`src/verilog/cpudc_pkg.sv`:
```
// Purpose: Shared constants and types of the opcode decoder slice
// Assumes: 16-bit program words, one word offered per cycle at most
// Notes: Opcode patterns are matched in the decoder; positions live here
package cpudc_pkg;
    // Condition field layout of conditional branches
    localparam int MASK_LSB = 0;
    localparam int STATE_LSB = 4;
    localparam int PAIR_LSB = 8;
    localparam logic [1:0] PAIR_PIN_LOW = 2'h0;
    localparam logic [1:0] PAIR_TEST_SET = 2'h1;
    localparam logic [1:0] PAIR_TEST_CLR = 2'h2;
    localparam logic [1:0] PAIR_NONE = 2'h3;
    // Cycle counts per instruction class
    localparam logic [2:0] CYC_ONE = 3'h1;
    localparam logic [2:0] CYC_TWO = 3'h2;
    localparam logic [2:0] CYC_MOVE = 3'h3;
    localparam logic [2:0] CYC_TAKEN = 3'h4;
    localparam logic [2:0] CYC_SKIP = 3'h2;
    localparam logic [2:0] WORDS_TWO = 3'h2;
    localparam logic [15:0] RST_WORD = 16'h0000;

    typedef enum logic [2:0]
    {
        ST_FIRST = 3'h1,
        ST_OPERAND = 3'h2,
        ST_HOLD = 3'h4
    } cpudc_state_e;

    typedef enum logic [4:0]
    {
        OP_NONE, OP_BRANCH, OP_BITTEST, OP_BITTEMP, OP_BLKSRC, OP_BLKDST,
        OP_BLKPROG, OP_CLRCTRL, OP_CMPAUX, OP_DMOVE, OP_PORTIN, OP_ACCLONG,
        OP_ACCTEMP, OP_ACCIMM, OP_ACCLOWZ, OP_ACCHIGHZ, OP_AUXIMM, OP_AUXMEM,
        OP_AUXLONG, OP_PAGEIMM, OP_PAGEMEM, OP_STAT0, OP_STAT1, OP_TMPLOAD,
        OP_TMPACC, OP_TMPPROD, OP_TMPACCMOV, OP_TMPSUB, OP_PRODHI
    } cpudc_op_e;

    typedef struct packed
    {
        cpudc_state_e fsm;
        logic [2:0] hold;
        logic [15:0] word;
        logic [15:0] imm;
        cpudc_op_e op;
        logic [2:0] cycles;
        logic twoWord;
        logic condMet;
        logic unknown;
        logic valid;
        logic ready;
        logic expectOp;
    } cpudc_regs_s;
endpackage : cpudc_pkg

```
`src/verilog/cpudc_cond_if.sv`:
```
// Purpose: Carries an instruction word and core flags to the condition evaluator
// Assumes: Evaluation is combinational
// Notes: Flag order matches the four-bit mask, zero in the top bit
interface cpudc_cond_if;
    logic [15:0] word;
    logic accZero;
    logic accNeg;
    logic ovfFlag;
    logic carryFlag;
    logic testFlag;
    logic ioPinLow;
    logic met;
    modport src (output word, output accZero, output accNeg, output ovfFlag,
        output carryFlag, output testFlag, output ioPinLow, input met);
    modport eval (input word, input accZero, input accNeg, input ovfFlag,
        input carryFlag, input testFlag, input ioPinLow, output met);
endinterface : cpudc_cond_if

```
`src/verilog/cpudc_decoder.sv`:
```
// Purpose: Decodes one slice of the core opcode map and paces the fetch stream
// Assumes: Flags and fetch inputs are synchronous to clk
// Notes: The datapath applies shifts and moves; this block only classifies
// Operation
// - Branch word 1110 0011, low byte names condition, next word is target
// - Bit test 0100 uses nibble bit position; 0110 1111 uses temp register
// - 1010 1000 block move, second word is source, two words three cycles
// - 1010 1001 block move, second word is destination, two words three cycles
// - 1010 0101 program-to-data move, second word program address
// - 1011 1110 0100 low nibble 0, 2, 4, 6, a, c or e selects a status bit clear; others are unknown
// - 1011 1111 0100 01xx compares current aux register with aux zero
// - 0111 0111 moves data within data memory in one cycle
// - 1010 1111 port input, second word port address, two cycles
// - 1011 1111 1000 shift then long constant loads accumulator, two cycles
// - 0110 1011 loads accumulator shifted by temp register amount
// - 1011 1001 loads 8-bit constant into accumulator; zero clears it
// - 0110 1001 zero high load low; 0110 1010 zero low load high
// - Aux register short immediate and direct forms take two cycles
// - 1011 1111 0000 1xxx loads aux register from second word
// - Page pointer loads from 9-bit immediate or memory, two cycles
// - 0000 1110 and 0000 1111 load status words in two cycles
// - Prefix 0111 with variants load the temp register in one cycle
// - 0111 0101 loads upper product half in one cycle
// - Condition met when masked flags equal their wanted states
// - Pair field: pin low, test set, test clear, none
module cpudc_decoder
#(
    parameter int WORD_W = 16
)
(
    input wire logic clk,
    input wire logic rst,
    input wire logic fetchValid,
    input wire logic [WORD_W-1:0] fetchWord,
    input wire logic accZero,
    input wire logic accNeg,
    input wire logic ovfFlag,
    input wire logic carryFlag,
    input wire logic testFlag,
    input wire logic ioPinLow,
    output logic fetchReady,
    output logic decExpectOperand,
    output logic decValid,
    output cpudc_pkg::cpudc_op_e decOp,
    output logic decUnknown,
    output logic decTwoWord,
    output logic [2:0] decCycles,
    output logic decCondMet,
    output logic [WORD_W-1:0] decWord,
    output logic [WORD_W-1:0] decImm
);
    generate
        if (WORD_W != 16)
        begin : g_width_check
            $error("cpudc_decoder serves 16-bit words only");
        end
    endgenerate

    cpudc_pkg::cpudc_regs_s st_ff;
    cpudc_pkg::cpudc_regs_s nxt_st;
    cpudc_pkg::cpudc_op_e dOp;
    logic dTwo;
    logic [2:0] dCyc;
    logic [15:0] dImm;
    logic [2:0] finCyc;
    cpudc_cond_if condBus ();

    assign condBus.word = st_ff.word;
    assign condBus.accZero = accZero;
    assign condBus.accNeg = accNeg;
    assign condBus.ovfFlag = ovfFlag;
    assign condBus.carryFlag = carryFlag;
    assign condBus.testFlag = testFlag;
    assign condBus.ioPinLow = ioPinLow;

    cpudc_cond_eval u_cond
    (
        .cif(condBus)
    );

    // Classify the incoming first word
    always_comb
    begin
        dOp = cpudc_pkg::OP_NONE;
        dTwo = 1'b0;
        dCyc = cpudc_pkg::CYC_ONE;
        dImm = cpudc_pkg::RST_WORD;
        casez (fetchWord)
            16'b1110_0011_????_????:
            begin
                dOp = cpudc_pkg::OP_BRANCH;
                dTwo = 1'b1;
                dCyc = cpudc_pkg::CYC_SKIP;
            end
            16'b0100_????_????_????: dOp = cpudc_pkg::OP_BITTEST;
            16'b0110_1111_????_????: dOp = cpudc_pkg::OP_BITTEMP;
            16'b1010_1000_????_????:
            begin
                dOp = cpudc_pkg::OP_BLKSRC;
                dTwo = 1'b1;
                dCyc = cpudc_pkg::CYC_MOVE;
            end
            16'b1010_1001_????_????:
            begin
                dOp = cpudc_pkg::OP_BLKDST;
                dTwo = 1'b1;
                dCyc = cpudc_pkg::CYC_MOVE;
            end
            16'b1010_0101_????_????:
            begin
                dOp = cpudc_pkg::OP_BLKPROG;
                dTwo = 1'b1;
                dCyc = cpudc_pkg::CYC_MOVE;
            end
            16'hbe40, 16'hbe42, 16'hbe44, 16'hbe46, 16'hbe4a, 16'hbe4c, 16'hbe4e:
                dOp = cpudc_pkg::OP_CLRCTRL;
            16'b1011_1111_0100_01??: dOp = cpudc_pkg::OP_CMPAUX;
            16'b0111_0111_????_????: dOp = cpudc_pkg::OP_DMOVE;
            16'b1010_1111_????_????:
            begin
                dOp = cpudc_pkg::OP_PORTIN;
                dTwo = 1'b1;
                dCyc = cpudc_pkg::CYC_TWO;
            end
            16'b1011_1111_1000_????:
            begin
                dOp = cpudc_pkg::OP_ACCLONG;
                dTwo = 1'b1;
                dCyc = cpudc_pkg::CYC_TWO;
            end
            16'b0110_1011_????_????: dOp = cpudc_pkg::OP_ACCTEMP;
            16'b1011_1001_????_????:
            begin
                dOp = cpudc_pkg::OP_ACCIMM;
                dImm = {8'h00, fetchWord[7:0]};
            end
            16'b0110_1001_????_????: dOp = cpudc_pkg::OP_ACCLOWZ;
            16'b0110_1010_????_????: dOp = cpudc_pkg::OP_ACCHIGHZ;
            16'b1011_0???_????_????:
            begin
                dOp = cpudc_pkg::OP_AUXIMM;
                dCyc = cpudc_pkg::CYC_TWO;
                dImm = {8'h00, fetchWord[7:0]};
            end
            16'b0000_0???_????_????:
            begin
                dOp = cpudc_pkg::OP_AUXMEM;
                dCyc = cpudc_pkg::CYC_TWO;
            end
            16'b1011_1111_0000_1???:
            begin
                dOp = cpudc_pkg::OP_AUXLONG;
                dTwo = 1'b1;
                dCyc = cpudc_pkg::CYC_TWO;
            end
            16'b1011_110?_????_????:
            begin
                dOp = cpudc_pkg::OP_PAGEIMM;
                dCyc = cpudc_pkg::CYC_TWO;
                dImm = {7'h00, fetchWord[8:0]};
            end
            16'b0000_1101_????_????:
            begin
                dOp = cpudc_pkg::OP_PAGEMEM;
                dCyc = cpudc_pkg::CYC_TWO;
            end
            16'b0000_1110_????_????:
            begin
                dOp = cpudc_pkg::OP_STAT0;
                dCyc = cpudc_pkg::CYC_TWO;
            end
            16'b0000_1111_????_????:
            begin
                dOp = cpudc_pkg::OP_STAT1;
                dCyc = cpudc_pkg::CYC_TWO;
            end
            16'b0111_0011_????_????: dOp = cpudc_pkg::OP_TMPLOAD;
            16'b0111_0000_????_????: dOp = cpudc_pkg::OP_TMPACC;
            16'b0111_0001_????_????: dOp = cpudc_pkg::OP_TMPPROD;
            16'b0111_0010_????_????: dOp = cpudc_pkg::OP_TMPACCMOV;
            16'b0111_0100_????_????: dOp = cpudc_pkg::OP_TMPSUB;
            16'b0111_0101_????_????: dOp = cpudc_pkg::OP_PRODHI;
            default: dOp = cpudc_pkg::OP_NONE;
        endcase
    end

    // Flags are sampled when the target word arrives, the latest safe point
    assign finCyc = condBus.met ? cpudc_pkg::CYC_TAKEN : cpudc_pkg::CYC_SKIP;

    always_comb
    begin
        nxt_st = st_ff;
        nxt_st.valid = 1'b0;
        unique case (st_ff.fsm)
            cpudc_pkg::ST_FIRST:
            begin
                if (fetchValid)
                begin
                    nxt_st.word = fetchWord;
                    nxt_st.op = dOp;
                    nxt_st.twoWord = dTwo;
                    nxt_st.cycles = dCyc;
                    nxt_st.unknown = dOp == cpudc_pkg::OP_NONE;
                    nxt_st.condMet = 1'b0;
                    nxt_st.imm = dImm;
                    if (dTwo)
                    begin
                        // Next word bypasses decode and becomes the operand
                        nxt_st.fsm = cpudc_pkg::ST_OPERAND;
                        nxt_st.expectOp = 1'b1;
                    end
                    else
                    begin
                        nxt_st.valid = 1'b1;
                        nxt_st.hold = dCyc - cpudc_pkg::CYC_ONE;
                        nxt_st.ready = dCyc == cpudc_pkg::CYC_ONE;
                        nxt_st.fsm = (dCyc == cpudc_pkg::CYC_ONE) ?
                            cpudc_pkg::ST_FIRST : cpudc_pkg::ST_HOLD;
                    end
                end
            end
            cpudc_pkg::ST_OPERAND:
            begin
                if (fetchValid)
                begin
                    nxt_st.imm = fetchWord;
                    nxt_st.expectOp = 1'b0;
                    nxt_st.valid = 1'b1;
                    if (st_ff.op == cpudc_pkg::OP_BRANCH)
                    begin
                        nxt_st.condMet = condBus.met;
                        nxt_st.cycles = finCyc;
                        nxt_st.hold = finCyc - cpudc_pkg::WORDS_TWO;
                    end
                    else
                    begin
                        nxt_st.hold = st_ff.cycles - cpudc_pkg::WORDS_TWO;
                    end
                    if ((st_ff.op == cpudc_pkg::OP_BRANCH ? finCyc : st_ff.cycles)
                        == cpudc_pkg::WORDS_TWO)
                    begin
                        nxt_st.fsm = cpudc_pkg::ST_FIRST;
                        nxt_st.ready = 1'b1;
                    end
                    else
                    begin
                        nxt_st.fsm = cpudc_pkg::ST_HOLD;
                        nxt_st.ready = 1'b0;
                    end
                end
            end
            cpudc_pkg::ST_HOLD:
            begin
                // Fetch is stalled while the datapath finishes extra cycles
                nxt_st.hold = st_ff.hold - 3'h1;
                if (st_ff.hold == 3'h1)
                begin
                    nxt_st.fsm = cpudc_pkg::ST_FIRST;
                    nxt_st.ready = 1'b1;
                end
            end
            default:
            begin
                nxt_st.fsm = cpudc_pkg::ST_FIRST;
                nxt_st.ready = 1'b1;
            end
        endcase
    end

    always_ff @(posedge clk or posedge rst)
    begin
        if (rst)
        begin
            st_ff <= '{fsm: cpudc_pkg::ST_FIRST, hold: 3'h0, word: 16'h0000,
                imm: 16'h0000, op: cpudc_pkg::OP_NONE, cycles: 3'h1, twoWord: 1'b0,
                condMet: 1'b0, unknown: 1'b0, valid: 1'b0, ready: 1'b1,
                expectOp: 1'b0};
        end
        else
        begin
            st_ff <= nxt_st;
        end
    end

    assign fetchReady = st_ff.ready;
    assign decExpectOperand = st_ff.expectOp;
    assign decValid = st_ff.valid;
    assign decOp = st_ff.op;
    assign decUnknown = st_ff.unknown;
    assign decTwoWord = st_ff.twoWord;
    assign decCycles = st_ff.cycles;
    assign decCondMet = st_ff.condMet;
    assign decWord = st_ff.word;
    assign decImm = st_ff.imm;

    AST_BRANCH_TAKEN: assert property (@(posedge clk) disable iff (rst)
        decValid && decOp == cpudc_pkg::OP_BRANCH && decCondMet
        |-> !fetchReady ##1 !fetchReady ##1 fetchReady)
        else $error("taken branch did not stall two cycles");
    AST_BRANCH_SKIP: assert property (@(posedge clk) disable iff (rst)
        decValid && decOp == cpudc_pkg::OP_BRANCH && !decCondMet
        |-> fetchReady && decCycles == 3'h2)
        else $error("skipped branch stalled");
    AST_BRANCH_EQZ: assert property (@(posedge clk) disable iff (rst)
        decValid && decOp == cpudc_pkg::OP_BRANCH && decWord[7:0] == 8'h88
        |-> decCondMet == $past(accZero))
        else $error("equal-zero branch condition wrong");
    AST_BLOCK_MOVE: assert property (@(posedge clk) disable iff (rst)
        decValid && (decOp == cpudc_pkg::OP_BLKSRC || decOp == cpudc_pkg::OP_BLKPROG)
        |-> decTwoWord && !fetchReady ##1 fetchReady)
        else $error("block move not two words three cycles");
    AST_OPERAND_PHASE: assert property (@(posedge clk) disable iff (rst)
        decValid && decTwoWord |-> $past(decExpectOperand) && !decExpectOperand)
        else $error("two-word opcode did not take an operand word");
    AST_ONE_CYCLE: assert property (@(posedge clk) disable iff (rst)
        fetchReady && fetchValid && !decExpectOperand && fetchWord[15:8] == 8'hb9
        |=> decValid && decOp == cpudc_pkg::OP_ACCIMM && fetchReady
            && decImm == {8'h00, $past(fetchWord[7:0])})
        else $error("short accumulator load mis-decoded");
    AST_SET_NOT_CLEAR: assert property (@(posedge clk) disable iff (rst)
        fetchReady && fetchValid && !decExpectOperand && fetchWord == 16'hbe41
        |=> decValid && decUnknown)
        else $error("set opcode taken as a clear");
    AST_AUX_SHORT: assert property (@(posedge clk) disable iff (rst)
        decValid && decOp == cpudc_pkg::OP_AUXIMM
        |-> !decTwoWord && !fetchReady ##1 fetchReady)
        else $error("short aux load not one word two cycles");
    AST_PAGE_IMM: assert property (@(posedge clk) disable iff (rst)
        decValid && decOp == cpudc_pkg::OP_PAGEIMM |-> decImm == {7'h00, decWord[8:0]})
        else $error("page immediate wrong");
    AST_PORT_IN: assert property (@(posedge clk) disable iff (rst)
        decValid && decOp == cpudc_pkg::OP_PORTIN |-> decTwoWord && fetchReady)
        else $error("port input not two words two cycles");

    COV_TAKEN: cover property (@(posedge clk) disable iff (rst)
        decValid && decOp == cpudc_pkg::OP_BRANCH && decCondMet);
    COV_SKIP: cover property (@(posedge clk) disable iff (rst)
        decValid && decOp == cpudc_pkg::OP_BRANCH && !decCondMet);
    COV_MOVE: cover property (@(posedge clk) disable iff (rst)
        decValid && decOp == cpudc_pkg::OP_BLKDST);
    COV_BACK2BACK: cover property (@(posedge clk) disable iff (rst)
        decValid && decCycles == 3'h1 ##1 decValid);
endmodule : cpudc_decoder

```
`src/verilog/cpudc_cond_eval.sv`:
```
// Purpose: Decides whether a conditional instruction's condition holds
// Assumes: Word holds mask in bits 3:0, wanted states in 7:4, pair in 9:8
// Notes: An empty mask and pair value 3 together mean always met
module cpudc_cond_eval
(
    cpudc_cond_if.eval cif
);
    logic [3:0] flagsNow;
    logic [3:0] mask;
    logic [3:0] want;
    logic flagsOk;
    logic pairOk;

    always_comb
    begin
        flagsNow = {cif.accZero, cif.accNeg, cif.ovfFlag, cif.carryFlag};
        mask = cif.word[cpudc_pkg::MASK_LSB +: 4];
        want = cif.word[cpudc_pkg::STATE_LSB +: 4];
        // Only masked flags must equal their wanted state
        flagsOk = ((flagsNow ~^ want) & mask) == mask;
        unique case (cif.word[cpudc_pkg::PAIR_LSB +: 2])
            cpudc_pkg::PAIR_PIN_LOW: pairOk = cif.ioPinLow;
            cpudc_pkg::PAIR_TEST_SET: pairOk = cif.testFlag;
            cpudc_pkg::PAIR_TEST_CLR: pairOk = !cif.testFlag;
            cpudc_pkg::PAIR_NONE: pairOk = 1'b1;
        endcase
        cif.met = flagsOk && pairOk;
    end
endmodule : cpudc_cond_eval

```
`config.mk`:
```
export PLATFORM = sky130hd
export DESIGN_NAME = cpudc_decoder
export DESIGN_NICKNAME = d
export VERILOG_FILES = /design/src/verilog/cpudc_pkg.sv /design/src/verilog/cpudc_cond_if.sv /design/src/verilog/cpudc_decoder.sv /design/src/verilog/cpudc_cond_eval.sv
export SDC_FILE = /design/constraint.sdc
export NUM_CORES = 1
export LEC_CHECK = 0
export BUFFER_PORTS_ARGS = -buffer_cell sky130_fd_sc_hd__buf_2
export CORE_UTILIZATION = 49
export DETAILED_ROUTE_END_ITERATION = 10
export GPL_TIMING_DRIVEN = 0
export PLACE_DENSITY = 0.76
export RECOVER_POWER = 25
export SLEW_MARGIN = 10
export SYNTH_ARGS = -nofsm -noshare
export SYNTH_HDL_FRONTEND = slang
export SYNTH_SLANG_ARGS = --single-unit
```
`constraint.sdc`:
```
create_clock -name clk -period 1.85 [get_ports clk]
set_input_delay 0.0925 -clock clk [delete_from_list [all_inputs] [get_ports clk]]
set_output_delay 0.0925 -clock clk [all_outputs]
set_load 0.05 [all_outputs]
```
# Word level (Yosys, flattened, before mapping)
# Index checks and enable logic that the tools add are counted.
totals:
  ff_bits: 52
op_classes:
  mux: 32
  reduce_logical: 19
  n_bitwise: 2
  n_addsub: 4
  eq_ne: 50
op_table:
  columns: ["operator", "n"]
  rows:
  - ["case mux 5 bit (28 select lines)", 1]
  - ["== test 16 bit, second input constant", 7]
  - ["== test 8 x 7 -> 1 bit, second input constant", 11]
  - ["2-to-1 mux 52 bit", 1]
  - ["== test 8 bit, second input constant", 6]
  - ["case mux 16 bit (2 select lines)", 1]
  - ["2-to-1 mux 3 bit", 10]
  - ["== test 8 x 4 -> 1 bit, second input constant", 3]
  - ["case mux 3 bit (3 select lines)", 2]
  - ["case mux 9 bit (2 select lines)", 1]
  - ["2-to-1 mux 16 bit", 1]
  - ["AND reduction 4 bit", 4]
  - ["== test 14 bit, second input constant", 1]
  - ["OR reduction 7 bit", 2]
  - ["== test 13 bit, second input constant", 1]
  - ["== test 12 bit, second input constant", 1]
  - ["!= test 2 bit, second input constant", 6]
  - ["logical NOT 5 bit", 2]
  - ["OR reduction 10 bit", 1]
  - ["== test 3 x 1 -> 1 bit, second input constant", 3]
  - ["== test 7 bit, second input constant", 1]
  - ["== test 3 x 2 -> 1 bit, second input constant", 2]
  - ["2-to-1 mux 1 bit", 6]
  - ["2-to-1 mux 6 bit", 1]
  - ["26 further kinds", 32]

# Longest topological paths before layout
# Gate-level depths: netlist of the first run.
depth:
  depth_word: 10
  ltp_mapped: 8

# Cells and area by module
# From an unflattened synthesis of the first run, not the netlist that was laid out.
hier_totals:
  hier_cells: 390
  area_unflattened_um2: 3314.4
modules_own_cells:
  columns: ["module", "seq_area_each_um2", "area_per_inst_um2", "n_inst", "cells_per_inst"]
  rows:
  - ["cpudc_decoder", 1305.0, 3239.4, 1, 380]
  - ["cpudc_cond_eval", 0.0, 75.1, 1, 10]

# Worst setup path before layout of the first run
# OpenSTA, ideal clock, no wires.
synth_path:
  path_type: "register to register"
  from: "reg st_ff[49] (netlist name)"
  to: "reg st_ff, in the netlist decWord[0]"
  path_stages_with_launch: 5
  setup_ns: 0.125
  required_time_ns: 1.725
  synth_period_minus_slack_ns: 1.848
  n_path_buf: 1
  arrival_ns: 1.723
  setup_slack_ns: 0.002
  path_cell_list: "dfstp_2 nand2b_1 nor2_1 clkbuf_1 mux2_2"
synth_via:
  elab_chain_cells: 2
synth_lines:
  columns: ["item", "line_no", "rtl"]
  rows:
  - ["from (decl)", "cpudc_decoder.sv:59", "cpudc_pkg::cpudc_regs_s st_ff;"]
  - ["from (signal assigned)", "cpudc_decoder.sv:274", "st_ff <= '{fsm: cpudc_pkg::ST_FIRST, hold: 3'h0, word: 16'h0000,"]
  - ["from (signal assigned)", "cpudc_decoder.sv:281", "st_ff <= nxt_st;"]
  - ["== test 3 x 1 -> 1 bit", "cpudc_decoder.sv:194", "unique case (st_ff.fsm)"]
  - ["AND reduction 2 bit (no source line)", null, null]
# Every way passes these cells.
# A chain may end at the register's enable or synchronous reset.

# Final worst setup path of the first run
layout_path:
  from: "reg st_ff[50] (netlist name)"
  to: "reg st_ff, in the netlist decUnknown"
# Same word-level chain as after synthesis.

==> qor.csv, run 1 <==
metric,value,unit
dieHeight,82.6,um
p_seq_share,31.6,%
clock_path_buffers,2,
p_switching,2.57,mW
combPwrFrac,54.1,%
fin_skew,0.00762,ns
cpMaxStageDelayCell,dfrtp_1,
cts.sinks,52,
r2r_cells,5,
finalCriticalPeriod,1.77,ns
worstPathArrival,1.97,ns
clkTransAtPathRegs,0.10,ns
hp-class,in2reg,
power.internal,2.96,mW
endpoint_kind,register,
power_leakage,1.91,nW
routed_wl,8020,um
tns,0,ns
mostFrequentLayoutCells,"buf_2, dfrtp_1, buf_4",
io_pins,71,
cpPeakStageDelay,0.44,ns
swShare,46.5,%
grt_pass1_wl,13000,um
final_common_cell,buf_2,
drv_slew,0,
synthesis.area,3190,um^2
synth_edf_count,0,
required,2.06,ns
final_nets,444,
synthArstFlopShare,100,%
clk_latency,0.31,ns
route.detailed.drc,0,
fin_area,3840,um^2
path_class,reg2reg,
grt-ovfl-total,0,
coreArea,6310,um^2
hold_ws,0.0338,ns
maxCapViolations,0,
synth_cell_types,61,
rsz0062_at_grt,true,
crit_cells,5,
ys_seq_elements,52,
max_freq,0.566,GHz
initial_utilization,50.5,%
fill_cells,581,
viasPerCell,5.63,
grt_usage,25.3,%
cts_inserted_buffers,5,
p_per_area,1440,nW/um^2
syn_to_final_growth,20.5,%
std_cell_rows,29,
first_pass_iters,5,
path_buf_inv,1,
cts_tree,done,
timing.rr.start,st_ff[50],
netlist_instances,338,
finalSetupViolCount,0,
diodes,0,
syn_area_per_cell,9.42,um^2
place_congestion,0.960,
routedWlPerCell,16.2,um
ant_nets,0,
drt_iter0_markers,178,
antenna_found_initial,0,
die-area,6830,um^2
finalHoldViolations,0,
yosysWarnings,0,
drive_above_1_share,39.5,%
holdPathStages,2,
grt_start_max_net_pins,32,
syn-num-nets,365,
clkPwrFrac,14.2,%
htree_levels,2,
portBuffers,70,
die_w,82.6,um
status,completed,
first_global_vias,2630,
worst_pin_slew,0.808,ns
ys_seq_area_share,41.0,%
cp_max_fo,10,
startpoint,st_ff[50],
cp-start-kind,register,
final_cells,495,
ys.flop_type,dfrtp_1,
dp_cells,486,
crit_chain,"nand2b_2, nor2_4, buf_4, nand4_1, o41ai_1",
hp-start,fetchWord[5],
cts-root-buf,clkbuf_8,
ir_drop,0.00104,V
slew_headroom,46.1,%
power.total,5.54,mW
placed_area,3650,um^2
post-route-period-util,95.4,%
cp_top_family,simple AND/OR/NAND/NOR gates,
dp_hpwl,6060,um
vias,2788,
## cells by family (layout without fill, tap and decap cells)
logic type               after synthesis  count (layout)  synth area share, %
XOR/XNOR                               6               6                 1.65
AO/OA/AOI/OAI                         79              79                 19.3
adder cells (fa/ha/maj)                2               2                0.785
buffers and inverters                 65             145                 12.6
flip-flops                            52              52                 41.0
multiplexers                          12              12                 4.36
AND/OR/NAND/NOR                      122             122                 20.3
## per-stage QoR
stage               utilization, %  setup WS [ns]
floorplan                        -        0.00232
global placement              57.5         -0.549
detailed placement            57.8         -0.613
CTS                           60.4        0.00593
global route                  60.8       -0.00442
finish                        60.8         0.0845
## cells in the mapped netlist (4+ instances only)
cell / count / area [um^2]
a21oi_1: 6 / 30.0
a22o_1: 17 / 149
a22oi_1: 4 / 30.0
a311oi_1: 4 / 35.0
buf_2: 6 / 30.0
buf_4: 40 / 300
clkbuf_1: 10 / 37.5
dfrtp_1: 49 / 1230
inv_1: 9 / 33.8
mux2_2: 11 / 124
nand2_1: 40 / 150
nand2b_1: 7 / 43.8
nand3_1: 6 / 30.0
nor2_1: 25 / 93.8
nor2b_1: 5 / 31.3
nor3_1: 7 / 35.0
nor4_1: 5 / 31.3
o21ai_0: 17 / 85.1
xor2_1: 5 / 43.8
## cell type report
cell class | instances | area (um^2) | area share (%)
tap | 77 | 96.3 | 2.51
timing repair buffer | 73 | 375 | 9.78
clock inverter | 3 | 42.5 | 1.11
clock buffer | 5 | 68.8 | 1.79
sequential | 52 | 1310 | 34.0
buffer | 55 | 382 | 9.94
inverter | 9 | 33.8 | 0.880
multi-input combinational | 221 | 1540 | 40.0
## sequential cells by signal, indices dropped and copies added (netlist names)
signal	flops
decValid	1
decImm	16
decTwoWord	1
st_ff	6
decExpectOperand	1
decWord	16
decCycles	3
decCondMet	1
decUnknown	1
fetchReady	1
decOp	5
## timing repair
action | CTS | global route
hold buffers | 1 | 0
endpoints found under the setup margin | 46 | 24
pin swaps | 0 | 2
hold endpoints to repair | 21 | 0
setup buffers | 0 | 1
gates resized for setup | 15 | 12
gates cloned | 0 | 0
## power by group through the flow
stage,clock network [mW],registers [mW],logic [mW]
finish,0.789,1.75,3.00
floorplan,0,1.87,2.21
global placement,0,1.76,2.88
global route,0.852,1.81,3.21
CTS,0.808,1.75,2.96
detailed placement,0,1.77,2.91
## routing by layer
metal / vias up / track usage, % / part of all wire (%)
li1: 1341 / - / -
met4: 0 / 9.14 / 2.4
met3: 14 / 4.40 / 5.2
met2: 101 / 40.5 / 47
met5: - / 0 / 0
met1: 1332 / 34.3 / 45
## final timing paths
| path | endpoint | slack [ns] |
|---|---|---|
| max | decUnknown | 0.08 |
| min | decImm[5] | 0.03 |
| max reg2reg | decUnknown | 0.08 |
| min reg2reg | decWord[13] | 0.48 |
| max in group asynchronous | fetchReady | 0.36 |
| min in group asynchronous | decWord[15] | 0.47 |
(Power assumes the default switching activity.)
==> inputs of run 2 (changes only) <==
--- a/constraint.sdc
+++ b/constraint.sdc
@@ -3,2 +3,2 @@
 set_output_delay 0.0925 -clock clk [all_outputs]
-set_load 0.05 [all_outputs]
+set_load 0.02 [all_outputs]
==> qor.csv, run 2 (synthesis results as in run 1) <==
metric,value,unit,change
status,completed,,
antenna_found_initial,0,,unchanged
syn_to_final_growth,20.3,%,
clock_path_buffers,2,,unchanged
p_per_area,1270,nW/um^2,-12%
clkPwrFrac,16.3,%,+2.1 points
cp-start-kind,register,,
cpMaxStageDelayCell,dfrtp_1,,
hp-start,fetchWord[5],,
finalHoldViolations,0,,unchanged
routedWlPerCell,16.3,um,+0.60%
max_freq,0.564,GHz,-0.49%
vias,2799,,+0.39%
post-route-period-util,95.9,%,+0.47 points
cts_inserted_buffers,5,,unchanged
clkTransAtPathRegs,0.10,ns,about the same
min_to,decImm[5],,
final_nets,444,,unchanged
cpPeakStageDelay,0.44,ns,about the same
slew_headroom,46.1,%,about the same
worst_pin_slew,0.807,ns,-0.000299 ns
fin_ws,0.0758,ns,-0.00871 ns
io_pins,71,,unchanged
clk_latency,0.31,ns,about the same
place_ws,-0.613,ns,unchanged
r2r_cells,5,,unchanged
ir_drop,0.000825,V,-20%
final_common_cell,buf_2,,
grt_usage,25.3,%,unchanged
cp_top_family,simple AND/OR/NAND/NOR gates,,
coreArea,6310,um^2,unchanged
timing.rr.start,st_ff[50],,
power_leakage,1.89,nW,-0.79%
fill_cells,585,,+0.69%
die-area,6830,um^2,unchanged
mostFrequentLayoutCells,"buf_2, dfrtp_1, buf_4",,
maxCapViolations,0,,unchanged
p_seq_share,36.1,%,+4.5 points
hp-class,in2reg,,
combPwrFrac,47.7,%,-6.4 points
crit_chain,"nand2b_2, nor2_4, buf_4, nand4_1, o41ai_1",,
viasPerCell,5.65,,+0.39%
drv_slew,0,,unchanged
grt-ovfl-total,0,,unchanged
first_pass_iters,5,,unchanged
route.detailed.drc,0,,unchanged
grt_start_max_net_pins,32,,unchanged
startpoint,st_ff[50],,
p_switching,1.91,mW,-26%
swShare,39.3,%,-7.2 points
power.internal,2.96,mW,-0.27%
rrSetupSlack,0.08,ns,about the same
initial_utilization,50.5,%,unchanged
place_congestion,0.960,,unchanged
drt_iter0_markers,157,,-12%
path_class,reg2reg,,
dieHeight,82.6,um,unchanged
std_cell_rows,29,,unchanged
r2r-end,decUnknown,,
dp_hpwl,6060,um,unchanged
cp_max_fo,10,,unchanged
die_w,82.6,um,unchanged
routed_wl,8070,um,+0.60%
holdPathStages,2,,unchanged
fin_skew,0.00804,ns,+0.000426 ns
rsz0062_at_grt,true,,
portBuffers,70,,unchanged
htree_levels,2,,unchanged
worstPathArrival,1.98,ns,about the same
cts_tree,done,,
ant_nets,0,,unchanged
cts.sinks,52,,unchanged
cts-root-buf,clkbuf_8,,
grt_pass1_wl,13000,um,unchanged
first_global_vias,2630,,unchanged
diodes,0,,unchanged
power.total,4.87,mW,-12%
drive_above_1_share,38.5,%,-0.96 points
endpoint_kind,register,,
finalSetupViolCount,0,,unchanged
path_buf_inv,1,,unchanged
required,2.06,ns,about the same
finalCriticalPeriod,1.77,ns,+0.00871 ns
hold_ws,0.0317,ns,-0.00210 ns
==> run 2: cell types whose count changed in the layout (fill, tap and decap cells not counted), sizes merged <==
| cell | previous run | this run |
|---|---|---|
| buf | 119 | 115 |
| clkbuf | 13 | 17 |
==> run 2: final cells by class <==
| cell class | count | area (um^2) | share of cell area (%) |
|---|---|---|---|
| multi-input combinational | 221 | 1540 | 40.0 |
| timing repair buffer | 73 | 370 | 9.66 |
| tap | 77 | 96.3 | 2.51 |
| buffer | 55 | 382 | 9.95 |
| inverter | 9 | 33.8 | 0.881 |
| sequential | 52 | 1310 | 34.0 |
| clock inverter | 3 | 42.5 | 1.11 |
| clock buffer | 5 | 68.8 | 1.80 |
==> run 2: through the flow <==
| step | area, um^2 | TNS (ns) | utilization, % | cells |
|---|---|---|---|---|
| after detailed placement | 3650 | -13.38 | 57.8 | 486 |
| after CTS | 3810 | 0 | 60.4 | 494 |
| after floorplan | 3190 | 0 | - | 338 |
| final | 3830 | 0 | 60.7 | 495 |
| after global placement | 3630 | -17.56 | 57.5 | 485 |
| after global routing | 3830 | -0.00442 | 60.7 | 495 |
==> run 2: metal layers <==
metal / GRT usage [%] / up-vias / share of wire (%)
met3: 4.40 / 17 / 5.6
met2: 40.5 / 114 / 47
met1: 34.3 / 1327 / 45
met4: 9.14 / 0 / 2.6
li1: - / 1341 / -
met5: 0 / - / 0
==> run 2: how the worst max path moves through the flow <==
| stage | cells after the start | end |
|---|---|---|
| finish | 5 | decUnknown |
| global route | 5 | decUnknown |
| CTS | 5 | decUnknown |
| detailed placement | 6 | decCycles[1] |
| global placement | 6 | decCycles[1] |
| floorplan | 4 | decWord[0] |
==> run 2: worst reg2reg max path, stage by stage (launching register included) <==
cell and delay (ns):
dfrtp_1 0.44, nand2b_2 0.29, nor2_4 0.26, buf_4 0.24, nand4_1 0.17, o41ai_1 0.26
==> run 2: power by group through the flow <==
stage | logic (mW) | registers, mW | clock network (mW)
final | 2.32 | 1.76 | 0.792
after global routing | 2.53 | 1.81 | 0.852
after CTS | 2.29 | 1.75 | 0.808
after detailed placement | 2.24 | 1.77 | 0
after global placement | 2.20 | 1.76 | 0
after floorplan | 1.63 | 1.76 | 0
==> run 2: repair_timing <==
action	4_1_cts	5_1_grt
buffers inserted	0	1
hold buffers	1	0
setup endpoints to repair	46	24
endpoints found under the hold margin	21	0
cloned	0	0
resized for setup	15	12
pin swaps	0	2
